[src/exc_pkg.sv]
// constants for the exception and link stack unit
package exc_pkg;
  localparam int ADDR_W = 16;
  localparam int DATA_W = 16;
  localparam int STATUS_W = 16;
  localparam int TRACE_BIT = 15;
  localparam int OP_W = 8;
  // protected write ranges, octal bounds written in hex
  localparam logic [15:0] PROLOGUE_LO = 16'h0000;
  localparam logic [15:0] PROLOGUE_HI = 16'h00ff;
  localparam logic [15:0] DBASE_LO = 16'h3800;
  localparam logic [15:0] DBASE_HI = 16'h3fff;
  localparam logic [15:0] NORAM_LO = 16'h4000;
  localparam logic [15:0] NORAM_HI = 16'hefff;
  localparam logic [15:0] PROM_LO = 16'hf000;
  localparam logic [15:0] PROM_HI = 16'hffff;
  // link stack placement
  localparam int LINK_DEPTH = 32;
  localparam int LINK_PTR_W = 6;
  localparam logic [15:0] LINK_BASE = 16'h3fc0;
  localparam logic [15:0] LINK_TOP = 16'h3fff;
  localparam int LINK_WORDS = 64;
  // register set level bounds
  localparam logic [3:0] LEVEL_MAX = 4'h7;
  localparam logic [3:0] LEVEL_RST = 4'h0;
  // refresh timer, in microseconds and cycles
  localparam int CLK_MHZ = 40;
  localparam int REFRESH_US = 1800;
  localparam int REFRESH_CYC = REFRESH_US * CLK_MHZ;
  localparam int TIMER_MULT = 3;
  // exception cause codes
  localparam logic [2:0] CAUSE_NONE = 3'h0;
  localparam int CAUSE_ILL_INSTR = 0;
  localparam int CAUSE_ILL_ADDR = 1;
  localparam int CAUSE_STACK = 2;
  localparam logic [15:0] STATUS_RST = 16'h0000;
endpackage

[src/exc_unit.sv]
// exception, trace, interval timer and link stack unit
`timescale 1ns/10ps
module exc_unit #(
  parameter int REFRESH_CYCLES = exc_pkg::REFRESH_CYC
) (
  input wire logic CORE_CLK_I,
  input wire logic RSTN_I,
  input wire logic FETCH_I,
  input wire logic [exc_pkg::OP_W-1:0] OPCODE_I,
  input wire logic OP_VALID_I,
  input wire logic PRIV_I,
  input wire logic [exc_pkg::STATUS_W-1:0] STATUS_I,
  input wire logic MEM_WR_I,
  input wire logic MEM_RD_I,
  input wire logic [exc_pkg::ADDR_W-1:0] MEM_ADDR_I,
  input wire logic LEVEL_UP_I,
  input wire logic LEVEL_DN_I,
  input wire logic CALL_I,
  input wire logic RETURN_I,
  input wire logic RESUME_I,
  input wire logic [exc_pkg::ADDR_W-1:0] RET_ADDR_I,
  input wire logic CAUSE_CLR_I,
  output logic MEM_WR_O,
  output logic TRACE_IRQ_O,
  output logic TIMER_IRQ_O,
  output logic EXC_IRQ_O,
  output logic [2:0] CAUSE_O,
  output logic [3:0] LEVEL_O,
  output logic RET_VALID_O,
  output logic [exc_pkg::ADDR_W-1:0] RET_ADDR_O,
  output logic [exc_pkg::STATUS_W-1:0] RET_STATUS_O,
  output logic [exc_pkg::LINK_PTR_W-1:0] LINK_CNT_O
);
  import exc_pkg::*;

  // legal opcodes: 0x00-0xef; privileged: memory write and autocorrelate
  localparam logic [7:0] OP_LAST = 8'hef;
  localparam logic [7:0] MEM_WRITE_OP = 8'h30;
  localparam logic [7:0] AUTOCORRELATE_OP = 8'h31;

  function automatic logic in_range(input logic [15:0] a, input logic [15:0] lo,
                                    input logic [15:0] hi);
    in_range = (a >= lo) && (a <= hi);
  endfunction

  function automatic logic is_protected(input logic [15:0] a);
    is_protected = in_range(a, PROLOGUE_LO, PROLOGUE_HI) || in_range(a, DBASE_LO, DBASE_HI)
                   || in_range(a, NORAM_LO, NORAM_HI) || in_range(a, PROM_LO, PROM_HI);
  endfunction

  logic ill_instr, ill_addr, lvl_ovf, lnk_ovf;
  logic trace_d, trace_q, tmr_irq_d, tmr_irq_q, exc_d, exc_q, wr_d, wr_q;
  logic [2:0] cause_d, cause_q;
  logic [3:0] level_d, level_q;
  logic [31:0] tcnt_d, tcnt_q;
  logic [1:0] mult_d, mult_q;
  logic [ADDR_W-1:0] stk_addr [LINK_DEPTH];
  logic [STATUS_W-1:0] stk_status [LINK_DEPTH];
  logic [LINK_PTR_W-1:0] sp_d, sp_q;
  logic rv_d, rv_q;
  logic [ADDR_W-1:0] ra_d, ra_q;
  logic [STATUS_W-1:0] rp_d, rp_q;
  logic push, pop, disc;
  logic [LINK_PTR_W-1:0] keep;

  // exception detection
  always_comb begin
    ill_instr = OP_VALID_I && ((OPCODE_I > OP_LAST) || (!PRIV_I &&
                (OPCODE_I == MEM_WRITE_OP || OPCODE_I == AUTOCORRELATE_OP)));
    // only writes are checked, reads pass freely
    ill_addr = MEM_WR_I && !PRIV_I && is_protected(MEM_ADDR_I);
    lvl_ovf = (LEVEL_UP_I && level_q == LEVEL_MAX)
              || (LEVEL_DN_I && level_q == LEVEL_RST);
    lnk_ovf = (CALL_I && sp_q == LINK_PTR_W'(LINK_DEPTH))
              || (RETURN_I && !CALL_I && sp_q == '0);
  end

  // exception, trace, write gate and cause state
  always_comb begin
    trace_d = FETCH_I && STATUS_I[TRACE_BIT];
    wr_d = MEM_WR_I && !ill_addr;
    exc_d = ill_instr || ill_addr || lvl_ovf || lnk_ovf;
    cause_d = cause_q;
    if (CAUSE_CLR_I) begin
      cause_d = CAUSE_NONE;
    end
    // set wins over clear
    cause_d[CAUSE_ILL_INSTR] = cause_d[CAUSE_ILL_INSTR] | ill_instr;
    cause_d[CAUSE_ILL_ADDR] = cause_d[CAUSE_ILL_ADDR] | ill_addr;
    cause_d[CAUSE_STACK] = cause_d[CAUSE_STACK] | lvl_ovf | lnk_ovf;
    level_d = level_q;
    if (LEVEL_UP_I && !LEVEL_DN_I && level_q != LEVEL_MAX) begin
      level_d = level_q + 4'h1;
    end else if (LEVEL_DN_I && !LEVEL_UP_I && level_q != LEVEL_RST) begin
      level_d = level_q - 4'h1;
    end
  end

  // interval timer: several refresh periods per tick
  always_comb begin
    tcnt_d = tcnt_q + 32'h1;
    mult_d = mult_q;
    tmr_irq_d = 1'b0;
    if (tcnt_q == 32'(REFRESH_CYCLES - 1)) begin
      tcnt_d = '0;
      mult_d = mult_q + 2'h1;
      if (mult_q == 2'(TIMER_MULT - 1)) begin
        mult_d = '0;
        tmr_irq_d = 1'b1;
      end
    end
  end

  // link stack control; entries model the words at 37700-37777
  always_comb begin
    push = CALL_I && !lnk_ovf;
    pop = RETURN_I && !lnk_ovf && !CALL_I;
    disc = RESUME_I && !CALL_I && !RETURN_I;
    sp_d = sp_q;
    rv_d = 1'b0;
    ra_d = ra_q;
    rp_d = rp_q;
    keep = '0;
    if (disc) begin
      // keep up to the highest entry with another status word
      for (int i = 0; i < LINK_DEPTH; i++) begin
        if (LINK_PTR_W'(i) < sp_q && stk_status[i] != STATUS_I) begin
          keep = LINK_PTR_W'(i + 1);
        end
      end
    end
    if (push) begin
      sp_d = sp_q + 6'h1;
    end else if (pop) begin
      sp_d = sp_q - 6'h1;
      rv_d = 1'b1;
      ra_d = stk_addr[5'(sp_q - 6'h1)];
      rp_d = stk_status[5'(sp_q - 6'h1)];
    end else if (disc) begin
      sp_d = keep;
    end
  end

  always_ff @(posedge CORE_CLK_I) begin
    if (push) begin
      stk_addr[sp_q[4:0]] <= RET_ADDR_I;
      stk_status[sp_q[4:0]] <= STATUS_I;
    end
  end

  // state registers
  always_ff @(posedge CORE_CLK_I) begin
    if (!RSTN_I) begin
      trace_q <= 1'b0;
      tmr_irq_q <= 1'b0;
      exc_q <= 1'b0;
      wr_q <= 1'b0;
      cause_q <= CAUSE_NONE;
      level_q <= LEVEL_RST;
      tcnt_q <= '0;
      mult_q <= '0;
      sp_q <= '0;
      rv_q <= 1'b0;
      ra_q <= '0;
      rp_q <= STATUS_RST;
    end else begin
      trace_q <= trace_d;
      tmr_irq_q <= tmr_irq_d;
      exc_q <= exc_d;
      wr_q <= wr_d;
      cause_q <= cause_d;
      level_q <= level_d;
      tcnt_q <= tcnt_d;
      mult_q <= mult_d;
      sp_q <= sp_d;
      rv_q <= rv_d;
      ra_q <= ra_d;
      rp_q <= rp_d;
    end
  end

  assign TRACE_IRQ_O = trace_q;
  assign TIMER_IRQ_O = tmr_irq_q;
  assign EXC_IRQ_O = exc_q;
  assign MEM_WR_O = wr_q;
  assign CAUSE_O = cause_q;
  assign LEVEL_O = level_q;
  assign RET_VALID_O = rv_q;
  assign RET_ADDR_O = ra_q;
  assign RET_STATUS_O = rp_q;
  assign LINK_CNT_O = sp_q;

  // checks
  a_trace_fetch: assert property (@(posedge CORE_CLK_I) disable iff (!RSTN_I)
    FETCH_I && STATUS_I[TRACE_BIT] |=> TRACE_IRQ_O) else $error("trace missed");
  a_exc_cause: assert property (@(posedge CORE_CLK_I) disable iff (!RSTN_I)
    ill_addr |=> EXC_IRQ_O && CAUSE_O[CAUSE_ILL_ADDR]) else $error("addr exc missed");
  a_write_block: assert property (@(posedge CORE_CLK_I) disable iff (!RSTN_I)
    ill_addr |=> !MEM_WR_O) else $error("protected write passed");
  a_read_free: assert property (@(posedge CORE_CLK_I) disable iff (!RSTN_I)
    MEM_RD_I && !MEM_WR_I && !OP_VALID_I && !LEVEL_UP_I && !LEVEL_DN_I && !CALL_I
    && !RETURN_I |=> !EXC_IRQ_O) else $error("read raised exception");
  a_instr_priv: assert property (@(posedge CORE_CLK_I) disable iff (!RSTN_I)
    OP_VALID_I && !PRIV_I && OPCODE_I == MEM_WRITE_OP |=> CAUSE_O[CAUSE_ILL_INSTR])
    else $error("privileged op passed");
  a_level_bound: assert property (@(posedge CORE_CLK_I) disable iff (!RSTN_I)
    LEVEL_O <= LEVEL_MAX) else $error("level out of range");
  a_level_ovf: assert property (@(posedge CORE_CLK_I) disable iff (!RSTN_I)
    LEVEL_UP_I && !LEVEL_DN_I && LEVEL_O == LEVEL_MAX
    |=> EXC_IRQ_O && CAUSE_O[CAUSE_STACK] && $stable(LEVEL_O))
    else $error("level overflow missed");
  a_stack_under: assert property (@(posedge CORE_CLK_I) disable iff (!RSTN_I)
    RETURN_I && !CALL_I && LINK_CNT_O == '0 |=> CAUSE_O[CAUSE_STACK] && !RET_VALID_O)
    else $error("underflow missed");
  a_call_return: assert property (@(posedge CORE_CLK_I) disable iff (!RSTN_I)
    CALL_I && !lnk_ovf ##1 RETURN_I && !CALL_I |=> RET_VALID_O
    && RET_ADDR_O == $past(RET_ADDR_I, 2)) else $error("return address wrong");
  a_link_guard: assert property (@(posedge CORE_CLK_I) disable iff (!RSTN_I)
    MEM_WR_I && !PRIV_I && MEM_ADDR_I >= LINK_BASE && MEM_ADDR_I <= LINK_TOP
    |=> EXC_IRQ_O && !MEM_WR_O) else $error("link stack write passed");
  a_cause_hold: assert property (@(posedge CORE_CLK_I) disable iff (!RSTN_I)
    CAUSE_O[CAUSE_STACK] && !CAUSE_CLR_I |=> CAUSE_O[CAUSE_STACK])
    else $error("cause lost");
  c_timer: cover property (@(posedge CORE_CLK_I) disable iff (!RSTN_I) TIMER_IRQ_O);
  c_resume: cover property (@(posedge CORE_CLK_I) disable iff (!RSTN_I)
    disc && sp_q != '0 ##1 sp_q == '0);
  c_ret: cover property (@(posedge CORE_CLK_I) disable iff (!RSTN_I) RET_VALID_O);
endmodule

[config.mk]
export PLATFORM = sky130hd
export DESIGN_NAME = exc_unit
export DESIGN_NICKNAME = d
export VERILOG_FILES = /design/src/exc_pkg.sv /design/src/exc_unit.sv
export SDC_FILE = /design/constraint.sdc
export NUM_CORES = 2
export LEC_CHECK = 0
export CAP_MARGIN = 10
export CELL_PAD_IN_SITES_DETAIL_PLACEMENT = 1
export CELL_PAD_IN_SITES_GLOBAL_PLACEMENT = 1
export CORE_MARGIN = 2
export CORE_UTILIZATION = 45
export CTS_CLUSTER_DIAMETER = 30
export DETAILED_ROUTE_END_ITERATION = 6
export DONT_BUFFER_PORTS = 1
export PLACE_DENSITY = 0.68
export SLEW_MARGIN = 40
export SYNTH_ARGS = -nofsm -noshare
export SYNTH_HDL_FRONTEND = slang
export SYNTH_SLANG_ARGS = --single-unit
[constraint.sdc]
create_clock -name CORE_CLK_I -period 11.25 [get_ports CORE_CLK_I]
set_input_delay 1.6875 -clock CORE_CLK_I [delete_from_list [all_inputs] [get_ports CORE_CLK_I]]
set_output_delay 1.6875 -clock CORE_CLK_I [all_outputs]
set_load 0.03 [all_outputs]
# == Yosys cells after proc, flatten, opt, wreduce, memory -nomap -nowiden ==
# Memory sizes are Yosys's and may differ from the RTL's. A register that Yosys moved wholly into a read port is not among the register bits.
# Cells that the tools add are included.
# W data, S select, Z words.
# word_totals
ram_bits,1024
in_bits,69
output_inout_bits,50
word_cells,231
register_bits,52
n_memories,2
# memory_table
memory,depth,width,rd,rd_ports_with_merged_regs,wr,line_no,rtl
stk_addr,32,16,1,1,1,exc_unit.sv:57,logic [ADDR_W-1:0] stk_addr [LINK_DEPTH];
stk_status,32,16,33,1,1,exc_unit.sv:58,logic [STATUS_W-1:0] stk_status [LINK_DEPTH];
# classes
addsub,6
bitwise,6
eq_ne,39
reduce_logical,84
magnitude_cmp,41
n_mux,43
# op_table
cell,n
$ne A16 B16 Y1,32
$mux W6,34
$lt A5 B6 Y1 const A,16
$logic_and A1 B1 Y1,56
$lt A4 B6 Y1 const A,8
$add A32 B1 Y32 const B,1
$eq A32 B17 Y1 const B,1
$le A16 B16 Y1 const B,2
$lt A3 B6 Y1 const A,4
$eq A8 B6 Y1 const B,2
$ge A16 B1 Y1 const B,1
$ge A16 B14 Y1 const B,1
$ge A16 B15 Y1 const B,1
$ge A16 B16 Y1 const B,1
$le A16 B14 Y1 const B,1
$le A16 B8 Y1 const B,1
$lt A1 B6 Y1 const A,2
$lt A2 B6 Y1 const A,2
$logic_or A1 B1 Y1,10
$logic_not A1 Y1,9
$gt A8 B8 Y1 const B,1
$mux W4,2
$add A6 B1 Y6 const B,1
$eq A6 B6 Y1 const B,1
other kinds (19),29

# == Longest topological paths before layout ==
# An unclocked memory read counts as a cell.
# logic_depth
ltp_word,38
mapped_depth,14
ltp_nobuf,10

# == Worst setup path before layout ==
# OpenSTA, ideal clock, no wires.
# synth_timing
kind,input to register
from,in CALL_I
to,mem stk_addr[15][0] (enable)
setup_ps,463
t_arrival_ps,4931
setup_slack_ps,5856
path_buffers,1
path_stages,5
t_required_ps,10787
path_cell_list,clkbuf_1 inv_1 a31oi_1 nand2_1 nor3_1
# synth_between
elab_chain_len,8
word_cells_on_any_way,9
cone_classes,2 x mux; 7 x reduce/logical
# synth_rtl
item,line_no,rtl
from (decl),exc_unit.sv:18,"input wire logic CALL_I,"
$logic_not A1 Y1,exc_unit.sv:75,|| (RETURN_I && !CALL_I && sp_q == '0);
$logic_and A1 B1 Y1 (2 in series),exc_unit.sv:75,
$logic_or A1 B1 Y1,exc_unit.sv:75,
$logic_not A1 Y1,exc_unit.sv:116,push = CALL_I && !lnk_ovf;
$logic_and A1 B1 Y1 *,exc_unit.sv:116,
$mux W1 *,exc_unit.sv:145,if (push) begin
$mux W1 (implied by the code) *,exc_unit.sv:146,stk_addr[sp_q[4:0]] <= RET_ADDR_I;
to (decl),exc_unit.sv:57,
# Every way passes the cells marked *; elsewhere a longest branch is shown, timed or not.

# == Final worst setup path ==
# layout_timing
from,reg sp_q[0] (netlist: LINK_CNT_O[0])
to,"reg rp_q[1] (netlist: RET_STATUS_O[1]), read port of stk_status"
# layout_between
elab_chain_len,7
word_cells_on_any_way,12
cone_classes,1 x add/sub; 1 x eq/ne; 1 x bitwise; 9 x reduce/logical
# layout_rtl
item,line_no,rtl
from (decl),exc_unit.sv:59,"logic [LINK_PTR_W-1:0] sp_d, sp_q;"
from (signal assigned),exc_unit.sv:175,sp_q <= sp_d;
$eq A6 B6 Y1 / $logic_not A6 Y1 (equally long branches),"exc_unit.sv:74, exc_unit.sv:75",
$logic_and A1 B1 Y1 (on tied branches),"exc_unit.sv:74, exc_unit.sv:75",
$logic_or A1 B1 Y1,exc_unit.sv:75,
$logic_not A1 Y1,"exc_unit.sv:116, exc_unit.sv:117",
$logic_and A1 B1 Y1 (on tied branches),"exc_unit.sv:117, exc_unit.sv:116",
$logic_and A1 B1 Y1 / $not A1 Y1 (equally long branches),--,
$reduce_and A2 Y1 (no source line),--,
to (decl),exc_unit.sv:62,"logic [STATUS_W-1:0] rp_d, rp_q;"
# Several ways; a longest one is shown, not always the timed one.
# A chain may end at the register's enable or synchronous reset.

==> qor.csv <==
metric,value,unit
worst hold path depth,2,
PortBufs,0,
HP Start,mult_q[0]$_SDFFE_PN0N_,
cell depth of the worst flop-to-flop path,8,
Yosys top cell by area,edfxtp_1,
post-CTS setup buffers,0,
mapped cell area,49300,um^2
syn nets,2856,
RSZ-0062 raised after global routing,no,
reg2reg setup slack,6.59,ns
worst endpoint data arrival time,5.35,ns
CP max FO,57,
CP endpoint kind,flip-flop,
Fin Clk Skew,0.0418,ns
sequential area share after synthesis,65.8,%
max cap viols,0,
RR Endpoint,RET_STATUS_O[1]$_SDFFE_PN0P_,
vias after detailed routing,27879,
number of hold violations in the final report,0,
post-cts hold buffer count,0,
Final HPWL DP,83000,um
Lkg Pwr,19.2,nW
gr ovfl total,0,
fmax,0.214,GHz
Final min period,4.66,ns
CP Cell Sequence,"buf_6, buf_12, buf_6, mux4_2, mux4_2, mux2i_1, nand2_1, o211a_1",
Die W,335,um
Final Max Tran Viols,0,
CTS clock-pin slew for the worst setup and hold paths,0.05,ns
die footprint,112000,um^2
CP startpoint kind,flip-flop,
row count,121,
Layout area overhead,20.8,%
"Avg Cell Area, Syn",17.8,um^2
Mapped Cells,2777,
"worst slack, placed",6.55,ns
ys flop type,edfxtp_1,
Placed Instance Area,51100,um^2
first drt pass iteration count,5,
first-pass GRT wire length,211000,um
pin count of the biggest net entering global routing,85,
Routed WL per cell,31.8,um
post-synth top area share,62.3,%
Crit path buffers/inverters,3,
HP Class,flip-flop to flip-flop,
Num CTS Buffers,236,
First DRT Iteration DRCs,2557,
R2R Path Start,LINK_CNT_O[0]$_SDFFE_PN0P_,
initial antenna violation count,2,
pwr/cell area,276,nW/um^2
"EDFF count, synth",1024,
CP max stage cell,dfxtp_4,
simple-gate share of the synthesized area,4.70,%
Yosys warning total,0,
CTS tree,done,
core box area,109000,um^2
"top cells by area, synth","edfxtp_1, mux4_2, xnor2_1",
CP Data Required Time,11.94,ns
Top Ports,119,
GPL Wtd Cong,0.880,
clk sinks,1108,
post-route ant nets,0,
layout cells sized above 1,26.9,%
Die H,335,um
Synth Area in Compound Gates,2.12,%
DRC,0,
Synth cell types,62,
H-tree levels,4,
fin crit share,41.5,%
mux cell area share after synthesis,15.3,%
Critical Path Max Stage Delay,0.65,ns
CTS max path bufs,3,
Post-Synth XOR/XNOR Area,9.85,%
Starting Density,45.3,%
synthesized flop and latch total,1108,
status,finished clean,
sum of negative setup slack,0,ns
CTS root buf,clkbuf_16,
main combinational cell family by area after synthesis,multiplexers,
async set or reset register ratio after synthesis,0,%
Adder-Cell Fraction of Synth Area,0.269,%
Post-Layout Inst Area,59600,um^2
kind of critical path,flip-flop to flip-flop,
final net count,2982,
Max-Slew Margin vs Limit,41.5,%
Final WS setup,6.59,ns
Worst-Skew Late Latency,0.82,ns
Worst Tran Pin Value,0.876,ns
post-CTS sizing,0,
Setup Viol. Count Final,0,
most instantiated library cell after synthesis,edfxtp_1,
vias in the first global route,29643,
Post-synth top cells,"edfxtp_1, xnor2_1, mux4_2, xor2_1, nand4_1",
post-DR vias/cell,6.16,
Total Wirelength,144000,um
hold path endpoint,mult_q[0]$_SDFFE_PN0N_,
gr usage total,25.9,%
worst-case vdd ir drop,0.178,mV
Worst path top cell family by delay,buffers and inverters,
==> report_power, final <==
| group | leakage (nW) | internal, mW | total (mW) | switching [mW] |
|---|---|---|---|---|
| Combinational | 5.23 | 1.82 | 4.19 | 2.37 |
| Clock | 4.06 | 4.95 | 7.29 | 2.34 |
| Sequential | 9.91 | 4.74 | 4.97 | 0.233 |
==> cell usage in the layout (no fill, tap or decap), types with 8 or more instances in the layout <==
master,n
edfxtp_1,1024
xnor2_1,400
mux4_2,321
clkbuf_16,242
xor2_1,144
nand4_1,113
dfxtp_1,82
nor2_1,73
nand2_1,63
nor4_1,51
buf_4,46
bufinv_16,43
clkinv_2,36
mux2i_1,33
o211a_1,33
clkinvlp_4,31
clkbuf_1,31
a21oi_1,26
clkinv_1,26
nor2_4,25
nand3_1,21
o21ai_0,16
clkinv_4,14
nor4_2,11
nor3_1,10
and3_1,10
nor2b_1,9
inv_1,8
o22ai_1,8
ha_1,8
==> per-stage QoR <==
step	cells	util, %	hold slack, ns	total power [mW]
4_1_cts	4527	54.7	0.509	16.5
6_report	4528	54.7	0.502	16.5
2_1_floorplan	2777	-	0.437	7.74
5_1_grt	4527	54.7	0.526	16.9
3_5_place_dp	4079	46.9	0.491	9.18
3_3_place_gp	4073	46.7	0.450	9.07
==> final cells by class <==
type,count,area (um^2)
diodes,1,2.50
clock buffers,279,6250
clock inverters,169,2260
fillers,9566,49300
inverters,8,30.0
multi-input cells,1491,16300
flip-flops and latches,1108,32400
well taps,1414,1770
repair buffers,58,566
==> worst max path at each step <==
stage                                         endpoint  cells past startpoint                       start  slack (ns)
final                     RET_STATUS_O[1]$_SDFFE_PN0P_                      8  LINK_CNT_O[0]$_SDFFE_PN0P_        6.59
after global routing      RET_STATUS_O[3]$_SDFFE_PN0P_                      8  LINK_CNT_O[0]$_SDFFE_PN0P_        6.33
after CTS                 RET_STATUS_O[3]$_SDFFE_PN0P_                      8  LINK_CNT_O[0]$_SDFFE_PN0P_        6.54
after detailed placement  RET_STATUS_O[3]$_SDFFE_PN0P_                      8  LINK_CNT_O[0]$_SDFFE_PN0P_        6.55
after global placement    RET_STATUS_O[1]$_SDFFE_PN0P_                      8  LINK_CNT_O[0]$_SDFFE_PN0P_        5.27
after floorplan              stk_addr[15][0]$_DFFE_PP_                      5                      CALL_I        5.86
==> registers in the layout, summed over array words and instances, names as in the netlist, 2 cells and up <==
register and cells:
RET_ADDR_O 16, stk_status 512, mult_q 2, RET_STATUS_O 16
stk_addr 512, CAUSE_O 3, tcnt_q 32, LEVEL_O 4
LINK_CNT_O 6
==> kinds of logic after synthesis <==
group | after synthesis
DFF | 1108
buffers and inverters | 178
xor gates and xnor gates | 551
adders and majority gates | 10
AOI/OAI and AO/OA | 139
and+or+nand+nor | 437
muxes | 354
==> worst register-to-register path, stage by stage, from the launching register on <==
cell and delay, ns:
dfxtp_4 0.65, buf_6 0.65, buf_12 0.56, buf_6 0.71
mux4_2 0.64, mux4_2 0.59, mux2i_1 0.50, nand2_1 0.12
o211a_1 0.14
==> routing by layer <==
layer  wire (um)  GRT usage (%)
met1       60400           35.6
met2       68400           40.9
met3       10600           5.68
met4        4360           9.25
met5          19              0
(Power assumes the default switching activity.)
